--- config.mk ---
export PLATFORM = sky130hd
export DESIGN_NAME = tdp_pot_slave
export DESIGN_NICKNAME = d
export VERILOG_FILES = /design/src/hw/tdp_pkg.sv /design/src/hw/tdp_fifo.sv /design/src/hw/tdp_pot_slave.sv
export SDC_FILE = /design/constraint.sdc
export NUM_CORES = 1
export LEC_CHECK = 0
export BUFFER_PORTS_ARGS = -buffer_cell sky130_fd_sc_hd__buf_4
export CAP_MARGIN = 5
export CORE_MARGIN = 2
export CORE_UTILIZATION = 34
export DETAILED_ROUTE_END_ITERATION = 8
export SYNTH_ARGS = -nofsm -noshare
export SYNTH_HDL_FRONTEND = slang
export SYNTH_SLANG_ARGS = --single-unit
--- constraint.sdc ---
create_clock -name MCLK_I -period 8.9 [get_ports MCLK_I]
set_clock_uncertainty 0.2 [all_clocks]
set_input_delay 0.445 -clock MCLK_I [delete_from_list [all_inputs] [get_ports MCLK_I]]
set_output_delay 0.445 -clock MCLK_I [all_outputs]
set_load 0.01 [all_outputs]
--- src/hw/tdp_pkg.sv ---
// constants, types and timing for the two-wire potentiometer slave
package tdp_pkg;

    // device type code: value is arbitrary
    localparam logic [3:0] DEV_TYPE_ID   = 4'hA;
    localparam int         ADDR_TYPE_LSB = 4;
    localparam int         ADDR_BIT_LOW  = 0;
    localparam int         ADDR_BIT_MID  = 2;
    localparam int         ADDR_BIT_HIGH = 3;
    localparam int         CMD_INSTR_LSB = 4;
    localparam int         CMD_SEL_LSB   = 2;

    localparam logic [3:0] INS_RD_WIPER = 4'h9;
    localparam logic [3:0] INS_WR_WIPER = 4'hA;
    localparam logic [3:0] INS_RD_DR   = 4'hB;
    localparam logic [3:0] INS_WR_DR   = 4'hC;
    localparam logic [3:0] INS_XFR_D2W = 4'hD;
    localparam logic [3:0] INS_XFR_W2D = 4'hE;
    localparam logic [3:0] INS_INCDEC  = 4'h2;

    localparam logic [5:0] WIPER_MAX   = 6'h3F;
    localparam logic [5:0] WIPER_MIN   = 6'h00;
    localparam logic [5:0] PRESET_RST  = 6'h00;
    localparam logic [3:0] BITS_BYTE   = 4'h8;

    localparam int CLK_FREQ_KHZ  = 125000;
    localparam int NV_WRITE_US   = 5000;
    localparam int NV_MAX_US     = 10000;
    localparam int NV_WRITE_CYC  = NV_WRITE_US * (CLK_FREQ_KHZ / 1000);
    localparam int NV_MAX_CYC    = NV_MAX_US * (CLK_FREQ_KHZ / 1000);
    localparam int FIFO_DEPTH    = 32;

    typedef enum logic [1:0] {
        K_CMD  = 2'h0,
        K_DATA = 2'h1,
        K_STOP = 2'h2,
        K_STEP = 2'h3
    } tdp_kind_t;

    typedef struct packed {
        tdp_kind_t  kind;
        logic [7:0] data;
    } tdp_entry_t;

    typedef enum logic [5:0] {
        S_IDLE = 6'h01,
        S_RECV = 6'h02,
        S_ACK  = 6'h04,
        S_SEND = 6'h08,
        S_STEP = 6'h10,
        S_WAIT = 6'h20
    } tdp_state_t;

endpackage : tdp_pkg

--- src/hw/tdp_fifo.sv ---
// small synchronous fifo with valid/ready on both sides
`timescale 1ns/1ps
`default_nettype none
module tdp_fifo #(
    parameter int W = 10,
    parameter int D = 32
) (
    input  wire logic         clk_i,
    input  wire logic         rst_i,
    input  wire logic         in_valid_i,
    output logic              in_ready_o,
    input  wire logic [W-1:0] in_data_i,
    output logic              out_valid_o,
    input  wire logic         out_ready_i,
    output logic [W-1:0]      out_data_o
);
    localparam int AW = $clog2(D);

    logic [W-1:0] mem_reg [D];
    logic [AW:0]  wr_ptr_reg;
    logic [AW:0]  rd_ptr_reg;

    wire empty = (wr_ptr_reg == rd_ptr_reg);
    wire full  = (wr_ptr_reg[AW] != rd_ptr_reg[AW]) && (wr_ptr_reg[AW-1:0] == rd_ptr_reg[AW-1:0]);
    wire push  = in_valid_i && !full;
    wire pop   = out_ready_i && !empty;
    wire [AW:0] rd_ptr_next = rd_ptr_reg + (AW+1)'(pop);
    // read word is registered; a push into the slot read next bypasses the memory
    wire bypass = push && (wr_ptr_reg[AW-1:0] == rd_ptr_next[AW-1:0]);
    logic [W-1:0] out_data_reg;

    assign in_ready_o  = !full;
    assign out_valid_o = !empty;
    assign out_data_o  = out_data_reg;

    always_ff @(posedge clk_i) begin
        if (push) begin
            mem_reg[wr_ptr_reg[AW-1:0]] <= in_data_i;
        end
        out_data_reg <= bypass ? in_data_i : mem_reg[rd_ptr_next[AW-1:0]];
    end

    always_ff @(posedge clk_i) begin
        if (rst_i) begin
            wr_ptr_reg <= '0;
            rd_ptr_reg <= '0;
        end else begin
            wr_ptr_reg <= wr_ptr_reg + (AW+1)'(push);
            rd_ptr_reg <= rd_ptr_reg + (AW+1)'(pop);
        end
    end

endmodule : tdp_fifo
`default_nettype wire

--- src/hw/tdp_pot_slave.sv ---
// two-wire slave front end and wiper/preset register logic of a digital potentiometer
// What this block does
// - data line is open drain: only pulled low or released.
// - data changes only while clock low; changes while high are start/stop.
// - watch for start always; ignore everything until one is seen.
// - after eight bits transmitter releases; receiver pulls low on ninth clock.
// - acknowledge address, command, and a following data byte.
// - upper four address bits must equal the fixed type code.
// - three strap inputs give low address bits.
// - acknowledge address only when all three strap bits match.
// - write-protect low blocks every nonvolatile preset write.
// - six-bit wiper decodes to sixty-four tap enables end to end.
// - tap enables are one-hot.
// - wiper loadable by host write or from any of four presets.
// - nonvolatile write starts at the stop that ends its command.
// - withhold address acknowledge while nonvolatile write busy.
// - nonvolatile busy period about five milliseconds; inputs ignored meanwhile.
// - command: instruction high nibble, two-bit select, two zero bits.
// - after inc/dec command each clock steps wiper by data level.
// - after power-up wiper takes preset register zero.
// - preset-changing operations finish within ten milliseconds.
`timescale 1ns/1ps
`default_nettype none
module tdp_pot_slave
    import tdp_pkg::*;
#(
    parameter int NV_CYCLES = NV_WRITE_CYC
) (
    input  wire logic        MCLK_I,
    input  wire logic        RST_I,
    input  wire logic        SCL_I,
    input  wire logic        SDA_I,
    output logic             SDA_O,
    output logic             SDA_OE_O,
    input  wire logic        ADDR_STRAP_BIT_LOW_I,
    input  wire logic        ADDR_STRAP_BIT_MID_I,
    input  wire logic        ADDR_STRAP_BIT_HIGH_I,
    input  wire logic        WRITE_PROTECT_N_I,
    output logic [63:0]      TAP_EN_O,
    output logic [5:0]       WIPER_O,
    output logic             NV_BUSY_O
);
    // ---- pin synchronisers: stage 1 feeds stage 2 only
    logic [5:0] sync1_reg;
    logic [5:0] sync2_reg;
    logic       scl_prev_reg;
    logic       sda_prev_reg;

    always_ff @(posedge MCLK_I) begin
        sync1_reg <= {WRITE_PROTECT_N_I, ADDR_STRAP_BIT_HIGH_I, ADDR_STRAP_BIT_MID_I,
                      ADDR_STRAP_BIT_LOW_I, SDA_I, SCL_I};
        sync2_reg <= sync1_reg;
        scl_prev_reg <= sync2_reg[0];
        sda_prev_reg <= sync2_reg[1];
    end

    wire scl_s    = sync2_reg[0];
    wire sda_s    = sync2_reg[1];
    wire wp_n_s   = sync2_reg[5];
    wire scl_rise = scl_s && !scl_prev_reg;
    wire scl_fall = !scl_s && scl_prev_reg;
    // edges of data while clock stays high are framing only
    wire start_ev = scl_s && scl_prev_reg && sda_prev_reg && !sda_s;
    wire stop_ev  = scl_s && scl_prev_reg && !sda_prev_reg && sda_s;

    // ---- serial side state
    tdp_state_t state_reg;
    tdp_state_t state_next;
    logic [7:0] shift_reg;
    logic [3:0] bit_cnt_reg;
    logic [1:0] byte_idx_reg;
    logic       sda_oe_reg;
    logic       after_ack_send_reg;
    logic       after_ack_step_reg;
    logic       after_ack_recv_reg;
    logic       in_txn_reg;

    logic       nv_busy_reg;
    logic [5:0] wiper_reg;
    logic [5:0] preset_reg [4] = '{default: PRESET_RST};

    logic       fifo_ready;
    logic       fifo_valid;
    tdp_entry_t fifo_out;

    wire byte_done  = (bit_cnt_reg == BITS_BYTE);
    wire [7:0] rx_byte = shift_reg;
    wire [3:0] rx_instr = rx_byte[CMD_INSTR_LSB +: 4];
    wire [1:0] rx_sel   = rx_byte[CMD_SEL_LSB +: 2];
    wire type_ok    = (rx_byte[ADDR_TYPE_LSB +: 4] == DEV_TYPE_ID);
    wire strap_ok   = (rx_byte[ADDR_BIT_LOW]  == sync2_reg[2])
                   && (rx_byte[ADDR_BIT_MID]  == sync2_reg[3])
                   && (rx_byte[ADDR_BIT_HIGH] == sync2_reg[4]);
    // address is refused while the preset write runs
    wire addr_ack   = type_ok && strap_ok && !nv_busy_reg && fifo_ready;
    wire is_read    = (rx_instr == INS_RD_WIPER) || (rx_instr == INS_RD_DR);
    wire is_step    = (rx_instr == INS_INCDEC);
    wire is_3byte   = (rx_instr == INS_WR_WIPER) || (rx_instr == INS_WR_DR);
    wire cmd_known  = is_read || is_step || is_3byte
                   || (rx_instr == INS_XFR_D2W) || (rx_instr == INS_XFR_W2D);
    wire cmd_ack    = cmd_known && (rx_byte[1:0] == 2'b00) && fifo_ready;
    wire data_ack   = fifo_ready;
    wire this_ack   = (byte_idx_reg == 2'd0) ? addr_ack :
                      (byte_idx_reg == 2'd1) ? cmd_ack : data_ack;
    wire byte_end   = (state_reg == S_RECV) && scl_fall && byte_done;
    wire [5:0] rd_val = (rx_instr == INS_RD_WIPER) ? wiper_reg : preset_reg[rx_sel];

    // fifo push: command and data bytes as they are acknowledged, steps, stops
    wire push_byte  = byte_end && this_ack && (byte_idx_reg != 2'd0);
    // a step counts when its clock pulse ends, so the pulse closed by a stop never steps
    wire push_step  = (state_reg == S_STEP) && scl_fall;
    wire push_stop  = stop_ev && in_txn_reg;
    tdp_entry_t push_ent;
    assign push_ent.kind = push_stop ? K_STOP : push_step ? K_STEP :
                           (byte_idx_reg == 2'd1) ? K_CMD : K_DATA;
    assign push_ent.data = push_step ? {7'h00, sda_s} : rx_byte;
    wire push_any   = push_byte || push_step || push_stop;

    always_comb begin
        state_next = state_reg;
        case (state_reg)
            S_IDLE: state_next = S_IDLE;
            S_RECV: if (byte_end) begin
                state_next = this_ack ? S_ACK : S_IDLE;
            end
            S_ACK: if (scl_fall) begin
                state_next = after_ack_send_reg ? S_SEND :
                             after_ack_step_reg ? S_STEP :
                             after_ack_recv_reg ? S_RECV : S_WAIT;
            end
            S_SEND: if (scl_fall && byte_done) begin
                state_next = S_WAIT;
            end
            S_STEP: state_next = S_STEP;
            S_WAIT: state_next = S_WAIT;
            default: state_next = S_IDLE;
        endcase
        if (start_ev) begin
            state_next = S_RECV;
        end else if (stop_ev) begin
            state_next = S_IDLE;
        end
    end

    always_ff @(posedge MCLK_I) begin
        if (RST_I) begin
            state_reg <= S_IDLE;
        end else begin
            state_reg <= state_next;
        end
    end

    always_ff @(posedge MCLK_I) begin
        if (RST_I || start_ev || (state_reg == S_ACK && scl_fall)) begin
            bit_cnt_reg <= 4'h0;
        end else if ((state_reg == S_RECV || state_reg == S_SEND) && scl_rise) begin
            bit_cnt_reg <= bit_cnt_reg + 4'h1;
        end
    end

    always_ff @(posedge MCLK_I) begin
        if (RST_I) begin
            shift_reg <= 8'h00;
        end else if (state_reg == S_RECV && scl_rise) begin
            shift_reg <= {shift_reg[6:0], sda_s};
        end else if (byte_end && byte_idx_reg == 2'd1 && is_read) begin
            shift_reg <= {2'b00, rd_val};
        end else if (state_reg == S_SEND && scl_fall) begin
            shift_reg <= {shift_reg[6:0], 1'b0};
        end
    end

    always_ff @(posedge MCLK_I) begin
        if (RST_I || start_ev) begin
            byte_idx_reg       <= 2'd0;
            after_ack_send_reg <= 1'b0;
            after_ack_step_reg <= 1'b0;
            after_ack_recv_reg <= 1'b1;
        end else if (byte_end && this_ack) begin
            byte_idx_reg       <= byte_idx_reg + 2'd1;
            after_ack_send_reg <= (byte_idx_reg == 2'd1) && is_read;
            after_ack_step_reg <= (byte_idx_reg == 2'd1) && is_step;
            after_ack_recv_reg <= (byte_idx_reg == 2'd0) || ((byte_idx_reg == 2'd1) && is_3byte);
        end
    end

    always_ff @(posedge MCLK_I) begin
        if (RST_I || start_ev || stop_ev) begin
            in_txn_reg <= 1'b0;
        end else if (push_byte && byte_idx_reg == 2'd1) begin
            in_txn_reg <= 1'b1;
        end
    end

    // line is only ever pulled low, changed just after clock falls and released at start or stop
    always_ff @(posedge MCLK_I) begin
        if (RST_I || start_ev || stop_ev) begin
            sda_oe_reg <= 1'b0;
        end else if (byte_end) begin
            sda_oe_reg <= this_ack;
        end else if (state_reg == S_ACK && scl_fall) begin
            sda_oe_reg <= after_ack_send_reg && !shift_reg[7];
        end else if (state_reg == S_SEND && scl_fall) begin
            sda_oe_reg <= !byte_done && !shift_reg[6];
        end
    end

    assign SDA_O    = 1'b0;
    assign SDA_OE_O = sda_oe_reg;

    // ---- byte queue between serial side and register side
    logic pop;
    tdp_fifo #(.W($bits(tdp_entry_t)), .D(FIFO_DEPTH)) u_fifo (
        .clk_i       (MCLK_I),
        .rst_i       (RST_I),
        .in_valid_i  (push_any),
        .in_ready_o  (fifo_ready),
        .in_data_i   (push_ent),
        .out_valid_o (fifo_valid),
        .out_ready_i (pop),
        .out_data_o  (fifo_out)
    );

    // ---- register side; the queue stalls while a preset write runs
    assign pop = fifo_valid && !nv_busy_reg;
    logic [3:0]  ex_instr_reg;
    logic        nv_pend_reg;
    logic [5:0]  nv_data_reg;
    logic [1:0]  nv_sel_reg;
    logic [19:0] nv_cnt_reg;
    logic        recall_reg;

    wire pop_cmd  = pop && fifo_out.kind == K_CMD;
    wire pop_data = pop && fifo_out.kind == K_DATA;
    wire pop_stop = pop && fifo_out.kind == K_STOP;
    wire pop_step = pop && fifo_out.kind == K_STEP;
    wire [3:0] p_ins = fifo_out.data[CMD_INSTR_LSB +: 4];
    wire [1:0] p_sel = fifo_out.data[CMD_SEL_LSB +: 2];
    wire nv_start = pop_stop && nv_pend_reg && wp_n_s;
    wire nv_done  = nv_busy_reg && (nv_cnt_reg == 20'(NV_CYCLES - 1));
    wire step_up  = fifo_out.data[0];

    always_ff @(posedge MCLK_I) begin
        if (RST_I) begin
            recall_reg <= 1'b1;
        end else begin
            recall_reg <= 1'b0;
        end
    end

    always_ff @(posedge MCLK_I) begin
        if (RST_I) begin
            ex_instr_reg <= 4'h0;
            nv_pend_reg  <= 1'b0;
            nv_data_reg  <= PRESET_RST;
            nv_sel_reg   <= 2'd0;
        end else if (pop_cmd) begin
            ex_instr_reg <= p_ins;
            nv_pend_reg  <= (p_ins == INS_XFR_W2D);
            nv_data_reg  <= wiper_reg;
            nv_sel_reg   <= p_sel;
        end else if (pop_data && ex_instr_reg == INS_WR_DR) begin
            nv_pend_reg  <= 1'b1;
            nv_data_reg  <= fifo_out.data[5:0];
        end else if (pop_stop) begin
            nv_pend_reg  <= 1'b0;
        end
    end

    always_ff @(posedge MCLK_I) begin
        if (RST_I) begin
            wiper_reg <= WIPER_MIN;
        end else if (recall_reg) begin
            wiper_reg <= preset_reg[0];
        end else if (pop_cmd && p_ins == INS_XFR_D2W) begin
            wiper_reg <= preset_reg[p_sel];
        end else if (pop_data && ex_instr_reg == INS_WR_WIPER) begin
            wiper_reg <= fifo_out.data[5:0];
        end else if (pop_step && step_up && wiper_reg != WIPER_MAX) begin
            wiper_reg <= wiper_reg + 6'h01;
        end else if (pop_step && !step_up && wiper_reg != WIPER_MIN) begin
            wiper_reg <= wiper_reg - 6'h01;
        end
    end

    // presets survive the logic reset, standing in for nonvolatile cells
    always_ff @(posedge MCLK_I) begin
        if (nv_done) begin
            preset_reg[nv_sel_reg] <= nv_data_reg;
        end
    end

    always_ff @(posedge MCLK_I) begin
        if (RST_I || nv_done) begin
            nv_busy_reg <= 1'b0;
            nv_cnt_reg  <= 20'h00000;
        end else if (nv_start) begin
            nv_busy_reg <= 1'b1;
            nv_cnt_reg  <= 20'h00000;
        end else if (nv_busy_reg) begin
            nv_cnt_reg  <= nv_cnt_reg + 20'h00001;
        end
    end

    // ---- tap decode
    logic [63:0] tap_reg;
    genvar gi;
    generate
        for (gi = 0; gi < 64; gi++) begin : g_tap
            always_ff @(posedge MCLK_I) begin
                if (RST_I) begin
                    tap_reg[gi] <= (gi == 0);
                end else begin
                    tap_reg[gi] <= (wiper_reg == 6'(gi));
                end
            end
        end
    endgenerate

    assign TAP_EN_O  = tap_reg;
    assign WIPER_O   = wiper_reg;
    assign NV_BUSY_O = nv_busy_reg;
endmodule : tdp_pot_slave
`default_nettype wire

==> impl_metrics.ini, run 1 <==
[drt]
wl_met2_um = 23100
ant_nets = 0
detailedRoute.firstIterationViolations = 1111
highest_layer = met4
wirelength_um = 47230
routed-via-count = 11544
route.layer.met1.wl_um = 20170
dr.pass1.iters = 6
met3_wirelength_um = 2547
post_drt_wl_per_cell_um = 20.89
avgViaCountPerCell = 5.106
drt_drc_violations_left = 0

[floorplanning]
ioPinCount = 81
die_w_um = 247.5
rows = 89
fp.dieH_um = 247.5
floorplan.die_area_mm2 = 0.06123
initial_core_util_pct = 34.27
placeable_area_mm2 = 0.05880

[clock_tree]
max-clock-path-buffers = 3
cts_resized = 0
htree_num_levels = 2
postCtsSetupBuffers = 0
clock_tree_from_tritoncts = built
clk_pin_slew_worst_paths_ns = 0.06
cts_sinks = 507
cts_made_buffers = 51
clock-root-buffer = clkbuf_16
clk_latency_ns = 0.60

[yosys]
post_synthesis_sequential_area_ratio_pct = 67.45
synth_net_count = 1377
syn-cell-area_mm2 = 0.02015
postSynthCellCount = 1355
postSynthRegisterBits = 507
synth_enable_flop_cells = 344
synth_area_per_cell_um2 = 14.87
ys_warn_count = 0
synth-main-ff-cell = edfxtp_1
leading_cell_types_by_total_area_after_synthesis = edfxtp_1, dfxtp_1, mux4_2, mux4_1, mux2i_1
synth_async_sr_flop_share_pct = 0
number_of_distinct_standard_cells_referenced_by_the_synthesized_netlist = 72
synth_largest_type_area_fraction_pct = 51.26
yosysTopAreaCell = edfxtp_1

[worst_setup_path]
timing.critical_path.fanout_max = 43
timing.critical_path.from_type = flop
setup.worst_path.class = reg -> reg
arrival_ns = 5.03
worstPathRequired_ns = 9.17
worst_setup_path_end_kind = flop

[timing]
finalHoldViolCount = 0
setup_tns_ns = 0
finalSetupViolCount = 0
min_period_over_period_pct = 53.51
rsz0062_at_grt = false
fin_crit_ns = 4.763
max_freq_ghz = 0.2100
slew_violations = 0
worst_slew_pin_slew_ns = 1.273
timing.slew.headroom_pct = 15.14

[cells_and_area]
final_util_pct = 39.28
seqCellArea_mm2 = 0.01360
design.final.nets = 1471
final_layout_size_suffix_gt1_share_pct = 16.80
final.fill_count = 5391
largest_register_ff_count = 320
footprint_of_the_multi_input_gates_mm2 = 0.006055
antennaDiodeCount = 0
syn_to_final_growth_pct = 14.61

[global_routing]
grt_remaining_overflow = 0
grt.total_usage_pct = 15.46
number_of_antenna_violations_at_the_first_check_in_global_routing = 0
grt_start_max_net_pins = 54
grt_pass1_wl_um = 71500
first_global_vias = 11505

[pwr]
power.share.clock_pct = 41.7
static-leakage-power_nw = 7.564
report.power.total_mw = 4.930
cell_internal_power_mw = 3.825
p_comb_share_pct = 7.3
switching_power_mw = 1.104
swShare_pct = 22.40
vdd_drop_max_v = 0.0001445
p_per_area_mw_per_mm2 = 213.4
seqPwrFrac_pct = 51.1

[placement]
final_gp_congestion = 0.8791
place.detailed.hpwl_um = 30230
buffer_ports.inserted = 79

[status]
outcome = completed

[hold_path]
hold_path.class = in -> reg

[flow_run]
cap_violations = 0
[timing repair]
action / CTS / global route
setup endpoints to repair: 0 / 0
hold endpoints to repair: 6 / 0
hold buffers: 6 / 0
[cell type report]
class | instances | area share (%)
clock buffer | 76 | 6.430
clock inverter | 16 | 0.4984
inverter | 18 | 0.2925
multi-input combinational | 766 | 26.21
sequential | 507 | 58.90
tap | 773 | 4.188
timing repair buffer | 105 | 3.478
[synth_stat cells, drive strengths merged (3+ instances only)]
master	count
edfxtp	344
nor2	187
dfxtp	163
mux2i	72
mux4	71
nand2	70
a21oi	38
nand3	36
clkbuf	35
buf	29
xor2	28
nor2b	19
inv	18
o21ai	18
xnor2	18
a22oi	17
and2	15
o22ai	15
ha	14
nand4	14
mux2	11
nand3b	11
and3	10
a211oi	9
or3	9
nand2b	8
nor4	8
nor3	7
nor4b	6
nor3b	5
o211ai	5
or2	5
or3b	5
and4	4
a31oi	3
[power groups by stage]
stage | clock, mW | combinational [mW] | sequential (mW)
finish | 2.05 | 0.359 | 2.52
global placement | 0 | 0.353 | 2.57
global route | 2.19 | 0.381 | 2.52
floorplan | 0 | 0.269 | 2.56
CTS | 2.10 | 0.360 | 2.52
detailed placement | 0 | 0.355 | 2.57
[stage by stage]
stage	setup slack [ns]	std cells	hold WS (ns)	instance area (um2)
4_1_cts	4.103	2261	0.06228	23100
5_1_grt	3.797	2261	0.08589	23100
3_3_place_gp	4.151	2163	0.1152	21440
3_5_place_dp	4.102	2163	0.1136	21440
6_report	4.137	2261	0.08067	23100
2_1_floorplan	5.029	1355	0.1096	20150
[worst max-delay path, stage by stage (launching register included)]
cell,delay [ns]
dfxtp_4,0.86
buf_4,0.68
mux4_1,0.38
o22ai_1,0.13
nor4_1,0.97
and4_1,0.50
mux2_2,0.39
a31o_2,0.25
o211ai_2,0.17
a21oi_2,0.06
[layout by cell type, fill, tap and decap left out, types with 7 or more instances in the layout]
cell type and instances:
nand4_1 13, a22oi_1 17, ha_1 14, a21oi_1 36
o22ai_1 15, xnor2_1 18, clkbuf_16 52, inv_1 18
nand3b_1 11, mux2_2 11, edfxtp_1 344, o21ai_0 14
mux4_2 40, nand2b_1 8, mux2i_1 72, nor2b_1 19
clkbuf_1 14, dfxtp_1 159, clkbuf_8 9, nand2_1 70
and2_1 15, nor2_1 186, xor2_1 28, a211oi_1 9
buf_4 99, and3_1 10, nor3_1 7, mux4_1 31
nand3_1 36, or3_1 9
[cell families (layout without fill, tap and decap cells)]
family                     Yosys count  in the layout  share of synthesized area [%]
xor gates and xnor gates            46             46                          1.999
other                                1              1                        0.01861
buffers and inverters               82            215                          2.539
adders and majority gates           14             14                         0.8693
DFF                                507            507                          67.45
muxes                              154            154                          12.70
and+or+nand+nor                    426            426                          10.34
AOI/OAI and AO/OA                  125            125                          4.079
[final timing paths]
kind                start           end  slack [ns]  cells after the start
min reg2reg  sync1_reg[3]  sync2_reg[3]        0.13                      0
max reg2reg          flop    WIPER_O[3]        4.14                      9
min                 RST_I    recall_reg        0.08                      1
max                  flop    WIPER_O[3]        4.14                      9
[routing by layer]
metal / up-vias / GRT usage (%)
li1: 5291 / -
met1: 5807 / 20.56
met2: 356 / 25.71
met3: 90 / 2.336
met4: 0 / 5.565
met5: - / 0
Note: power is estimated with default switching activity, not from simulation.
==> inputs of run 2 (changes only) <==
Clock period 8.9 ns to 4.52 ns, I/O delays scaled along.
==> run 2 against run 1 <==
Combinational power rose by 82%. Highest routed layer unchanged. Die area unchanged. Count of clock-buffer cells in the layout is 6 lower. Via count up 2.5%. First-iteration DRC count down 11%. Critical endpoint is now WIPER_O[1].
==> impl_metrics.ini, run 2 (synthesis results as in run 1) <==
[hold_path]
worst_hold_path.num_cells = 2
hold_path.class = in -> reg
hp-start = ADDR_STRAP_BIT_HIGH_I

[clock_tree]
cts_made_buffers = 52
cts_sinks = 507
clock-root-buffer = clkbuf_16
clk_latency_ns = 0.58
clock_tree_from_tritoncts = built
htree_num_levels = 2
max-clock-path-buffers = 3
clk_pin_slew_worst_paths_ns = 0.06
cts_resized = 0

[pwr]
report.power.total_mw = 9.662
vdd_drop_max_v = 0.0002669
power.share.clock_pct = 41.5
cell_internal_power_mw = 7.523
switching_power_mw = 2.139
p_per_area_mw_per_mm2 = 412.1
seqPwrFrac_pct = 51.8
static-leakage-power_nw = 7.814
swShare_pct = 22.14
p_comb_share_pct = 6.8

[floorplanning]
floorplan.die_area_mm2 = 0.06123
placeable_area_mm2 = 0.05880
die_w_um = 247.5
ioPinCount = 81
initial_core_util_pct = 34.27
rows = 89
fp.dieH_um = 247.5

[timing]
finalSetupViolCount = 0
worst_slew_pin_slew_ns = 1.266
max_freq_ghz = 0.2563
final_critical_path_setup_slack_ns = 0.6190
slew_violations = 0
timing.slew.headroom_pct = 15.62
finalHoldViolCount = 0
min_period_over_period_pct = 86.31
rsz0062_at_grt = false
setup_tns_ns = 0
fin_crit_ns = 3.901

[worst_setup_path]
setup.worst_path.class = reg -> reg
worstPathRequired_ns = 4.80
worst-path-buf-inv = 2
timing.critical_path.fanout_max = 27
worst_setup_path_end_kind = flop
worst_r2r_path_depth = 10
cpLargestDelayFamily = compound AO/OA/AOI/OAI gates
arrival_ns = 4.18
timing.critical_path.cells = buf_12 -> mux4_1 -> o22ai_1 -> nor4_1 -> buf_4 -> nor4b_1 -> nand2_1 -> o211ai_1 -> nor2_2 -> o41ai_2
crit_path_slowest_cell = mux4_1
worstSetupPathDepth = 10
cpPeakStageDelay_ns = 0.60
timing.critical_path.from_type = flop

[flow_run]
cap_violations = 0

[drt]
drt_drc_violations_left = 0
wirelength_um = 48880
wl_met2_um = 23930
ant_nets = 0
detailedRoute.firstIterationViolations = 991
route.layer.met1.wl_um = 20260
met3_wirelength_um = 3461
dr.pass1.iters = 5
highest_layer = met4
post_drt_wl_per_cell_um = 21.17
avgViaCountPerCell = 5.123
routed-via-count = 11829

[placement]
place_worst_setup_slack_ns = 0.7010
placed_cells = 2210
buffer_ports.inserted = 79
placedInstanceArea_mm2 = 0.02180
final_gp_congestion = 0.9175
place.detailed.hpwl_um = 32580

[cells_and_area]
postLayoutCellArea_mm2 = 0.02345
largest_register_ff_count = 320
final_layout_size_suffix_gt1_share_pct = 19.08
antennaDiodeCount = 0
final_common_cell = edfxtp_1
design.final.nets = 1520
syn_to_final_growth_pct = 16.34
final.fill_count = 5469
most_frequent_cells_in_the_layout = edfxtp_1, nor2_1, dfxtp_1
instances_no_fill = 2309

[status]
outcome = completed

[global_routing]
grt_pass1_wl_um = 72710
grt_remaining_overflow = 0
grt_start_max_net_pins = 54
grt.total_usage_pct = 15.89
number_of_antenna_violations_at_the_first_check_in_global_routing = 0
first_global_vias = 11619
==> run 2: layer usage <==
layer | vias to the layer above | global-route usage, %
met2 | 389 | 26.45
li1 | 5395 | -
met4 | 0 | 5.284
met3 | 77 | 3.947
met5 | - | 0
met1 | 5968 | 20.26
==> run 2: power groups by stage <==
stage                     Clock [mW]  Combinational [mW]  Sequential [mW]
final                           4.01               0.653             5.00
after global routing            4.28               0.702             5.01
after CTS                       4.10               0.654             5.01
after detailed placement           0               0.646             5.10
after global placement             0               0.643             5.10
after floorplan                    0               0.530             5.04
==> run 2: repair_timing <==
action,in CTS,in global routing
buffers inserted,0,0
hold buffers,7,0
hold endpoints to repair,45,0
==> run 2: area by class of cell <==
class                      instances  area, um2  area share, %
tap                              773      967.2          4.125
clock inverter                    22      155.1         0.6618
sequential                       507      13600          58.02
timing repair buffer             153       1179          5.027
multi-input combinational        766       6055          25.82
inverter                          18      67.56         0.2882
clock buffer                      70       1420          6.057
==> run 2: metrics by stage <==
stage,util [%],hold WS (ns)
finish,39.87,0.09986
floorplan,-,0.05372
CTS,39.87,0.06557
detailed placement,37.08,0.1147
global placement,37.08,0.1136
global route,39.87,0.08723
==> run 2: worst paths after layout <==
check | end | slack, ns
setup reg to reg | WIPER_O[1] | 0.62
hold reg to reg | sync2_reg[3] | 0.13
hold / removal | sync1_reg[4] | 0.1
setup / recovery | WIPER_O[1] | 0.62
==> run 2: worst register-to-register path, cell delays in order (launching register included) <==
cell,delay [ns]
dfxtp_4,0.51
buf_12,0.26
mux4_1,0.63
o22ai_1,0.47
nor4_1,0.14
buf_4,0.19
nor4b_1,0.40
nand2_1,0.27
o211ai_1,0.29
nor2_2,0.14
o41ai_2,0.29
==> inputs of run 3 (changes only) <==
Settings changed: CAP_MARGIN 5 to 20, HOLD_SLACK_MARGIN set to 0.12.
==> run 3 against run 2 <==
Sequential cell count unchanged. Combinational power up 0.9%. Cell area rose by 0.51%. Critical path depth stayed put. Count of clock-buffer cells in the layout is the same.
==> impl_metrics.ini, run 3 (synthesis results as in run 1) <==
[status]
outcome = completed

[hold_path]
hp-start = sync1_reg[3]
hold_path.class = reg -> reg
worst_hold_path.num_cells = 0

[clock_tree]
htree_num_levels = 2
cts_made_buffers = 52
max-clock-path-buffers = 3
clock-root-buffer = clkbuf_16
cts_sinks = 507
clk_latency_ns = 0.58
clk_pin_slew_worst_paths_ns = 0.06
clock_tree_from_tritoncts = built
cts_resized = 0

[timing]
slew_violations = 0
setup_tns_ns = 0
rsz0062_at_grt = false
worst_slew_pin_slew_ns = 0.8578
max_freq_ghz = 0.2554
min_period_over_period_pct = 86.62
timing.slew.headroom_pct = 42.01
finalSetupViolCount = 0
fin_crit_ns = 3.915
finalHoldViolCount = 0
hold_slack_ns = 0.1262

[global_routing]
grt.total_usage_pct = 15.89
grt_pass1_wl_um = 72730
grt_start_max_net_pins = 54
first_global_vias = 11669
number_of_antenna_violations_at_the_first_check_in_global_routing = 0
grt_remaining_overflow = 0

[worst_setup_path]
arrival_ns = 4.19
timing.critical_path.from_type = flop
timing.critical_path.fanout_max = 27
worstPathRequired_ns = 4.80
worstReg2RegEnd = WIPER_O[0]
reg2reg_setup_slack_ns = 0.60
worst_r2r_path_depth = 10
worst_setup_path_end_kind = flop
setup.worst_path.class = reg -> reg
critPathCapture = WIPER_O[0]

[drt]
dr.pass1.iters = 7
wirelength_um = 48730
drt_drc_violations_left = 0
ant_nets = 0
detailedRoute.firstIterationViolations = 955
routed-via-count = 11840
post_drt_wl_per_cell_um = 21.02
avgViaCountPerCell = 5.108

[floorplanning]
fp.dieH_um = 247.5
rows = 89
placeable_area_mm2 = 0.05880
ioPinCount = 81
floorplan.die_area_mm2 = 0.06123
die_w_um = 247.5
initial_core_util_pct = 34.27

[flow_run]
cap_violations = 0

[pwr]
static-leakage-power_nw = 7.866
cell_internal_power_mw = 7.526
swShare_pct = 22.17
vdd_drop_max_v = 0.0002663
p_per_area_mw_per_mm2 = 410.3
power.share.clock_pct = 41.4
seqPwrFrac_pct = 51.7
p_comb_share_pct = 6.8
switching_power_mw = 2.144

[cells_and_area]
design.final.nets = 1529
postLayoutCellArea_mm2 = 0.02357
final_common_cell = edfxtp_1
most_frequent_cells_in_the_layout = edfxtp_1, nor2_1, dfxtp_1
syn_to_final_growth_pct = 16.94
antennaDiodeCount = 0
final_layout_size_suffix_gt1_share_pct = 19.16
largest_register_ff_count = 320

[placement]
final_gp_congestion = 0.9175
placedInstanceArea_mm2 = 0.02180
place.detailed.hpwl_um = 32580
buffer_ports.inserted = 79
-- run 3: worst min-delay path by stage --
| stage | end | slack [ns] |
|---|---|---|
| 6_report | sync2_reg[3] | 0.13 |
| 2_1_floorplan | recall_reg | 0.05 |
| 3_3_place_gp | sync2_reg[3] | 0.11 |
| 4_1_cts | sync2_reg[3] | 0.13 |
| 5_1_grt | sync2_reg[3] | 0.13 |
| 3_5_place_dp | sync2_reg[3] | 0.11 |
-- run 3: power groups by stage --
| stage | clock network [mW] | registers [mW] | logic [mW] |
|---|---|---|---|
| global placement | 0 | 5.10 | 0.643 |
| CTS | 4.10 | 5.01 | 0.657 |
| global route | 4.28 | 5.01 | 0.707 |
| detailed placement | 0 | 5.10 | 0.646 |
| floorplan | 0 | 5.04 | 0.530 |
| finish | 4.01 | 5.00 | 0.659 |
-- run 3: final cells by class --
class | instances | area [um2]
Tap cell | 773 | 967.2
Clock buffer | 70 | 1420
Inverter | 18 | 67.56
Fill cell | 5460 | 35230
Timing Repair Buffer | 162 | 1299
Sequential cell | 507 | 13600
Multi-Input combinational cell | 766 | 6055
Clock inverter | 22 | 155.1
-- run 3: worst max-delay path, stage by stage (launching register included) --
cell	delay (ns)
dfxtp_4	0.51
buf_12	0.26
mux4_1	0.60
o22ai_1	0.46
nor4_1	0.13
buf_4	0.19
nor4b_1	0.40
nand2_1	0.27
o211ai_1	0.29
nor2_2	0.14
a221oi_1	0.31
-- run 3: what timing repair did --
| action | 4_1_cts | 5_1_grt |
|---|---|---|
| hold endpoints to repair | 52 | 0 |
| setup endpoints to repair | 0 | 0 |
| hold buffers | 13 | 0 |
| buffers inserted | 0 | 0 |
-- run 3: metal layers --
metal,share of wire (%),vias up,GRT usage (%)
met5,0,-,0
met4,2.6,0,5.284
met3,6.9,79,3.947
met2,49,380,26.52
met1,41,5962,20.20
li1,-,5419,-
-- run 3: stage by stage --
step	std cells	worst slack (ns)	total power, mW	utilization, %
3_5_place_dp	2210	0.7010	5.751	37.08
3_3_place_gp	2210	0.7028	5.746	37.08
6_report	2318	0.6048	9.670	40.08
5_1_grt	2318	0.3546	9.993	40.08
2_1_floorplan	1355	0.6490	5.567	-
4_1_cts	2315	0.6629	9.759	39.98
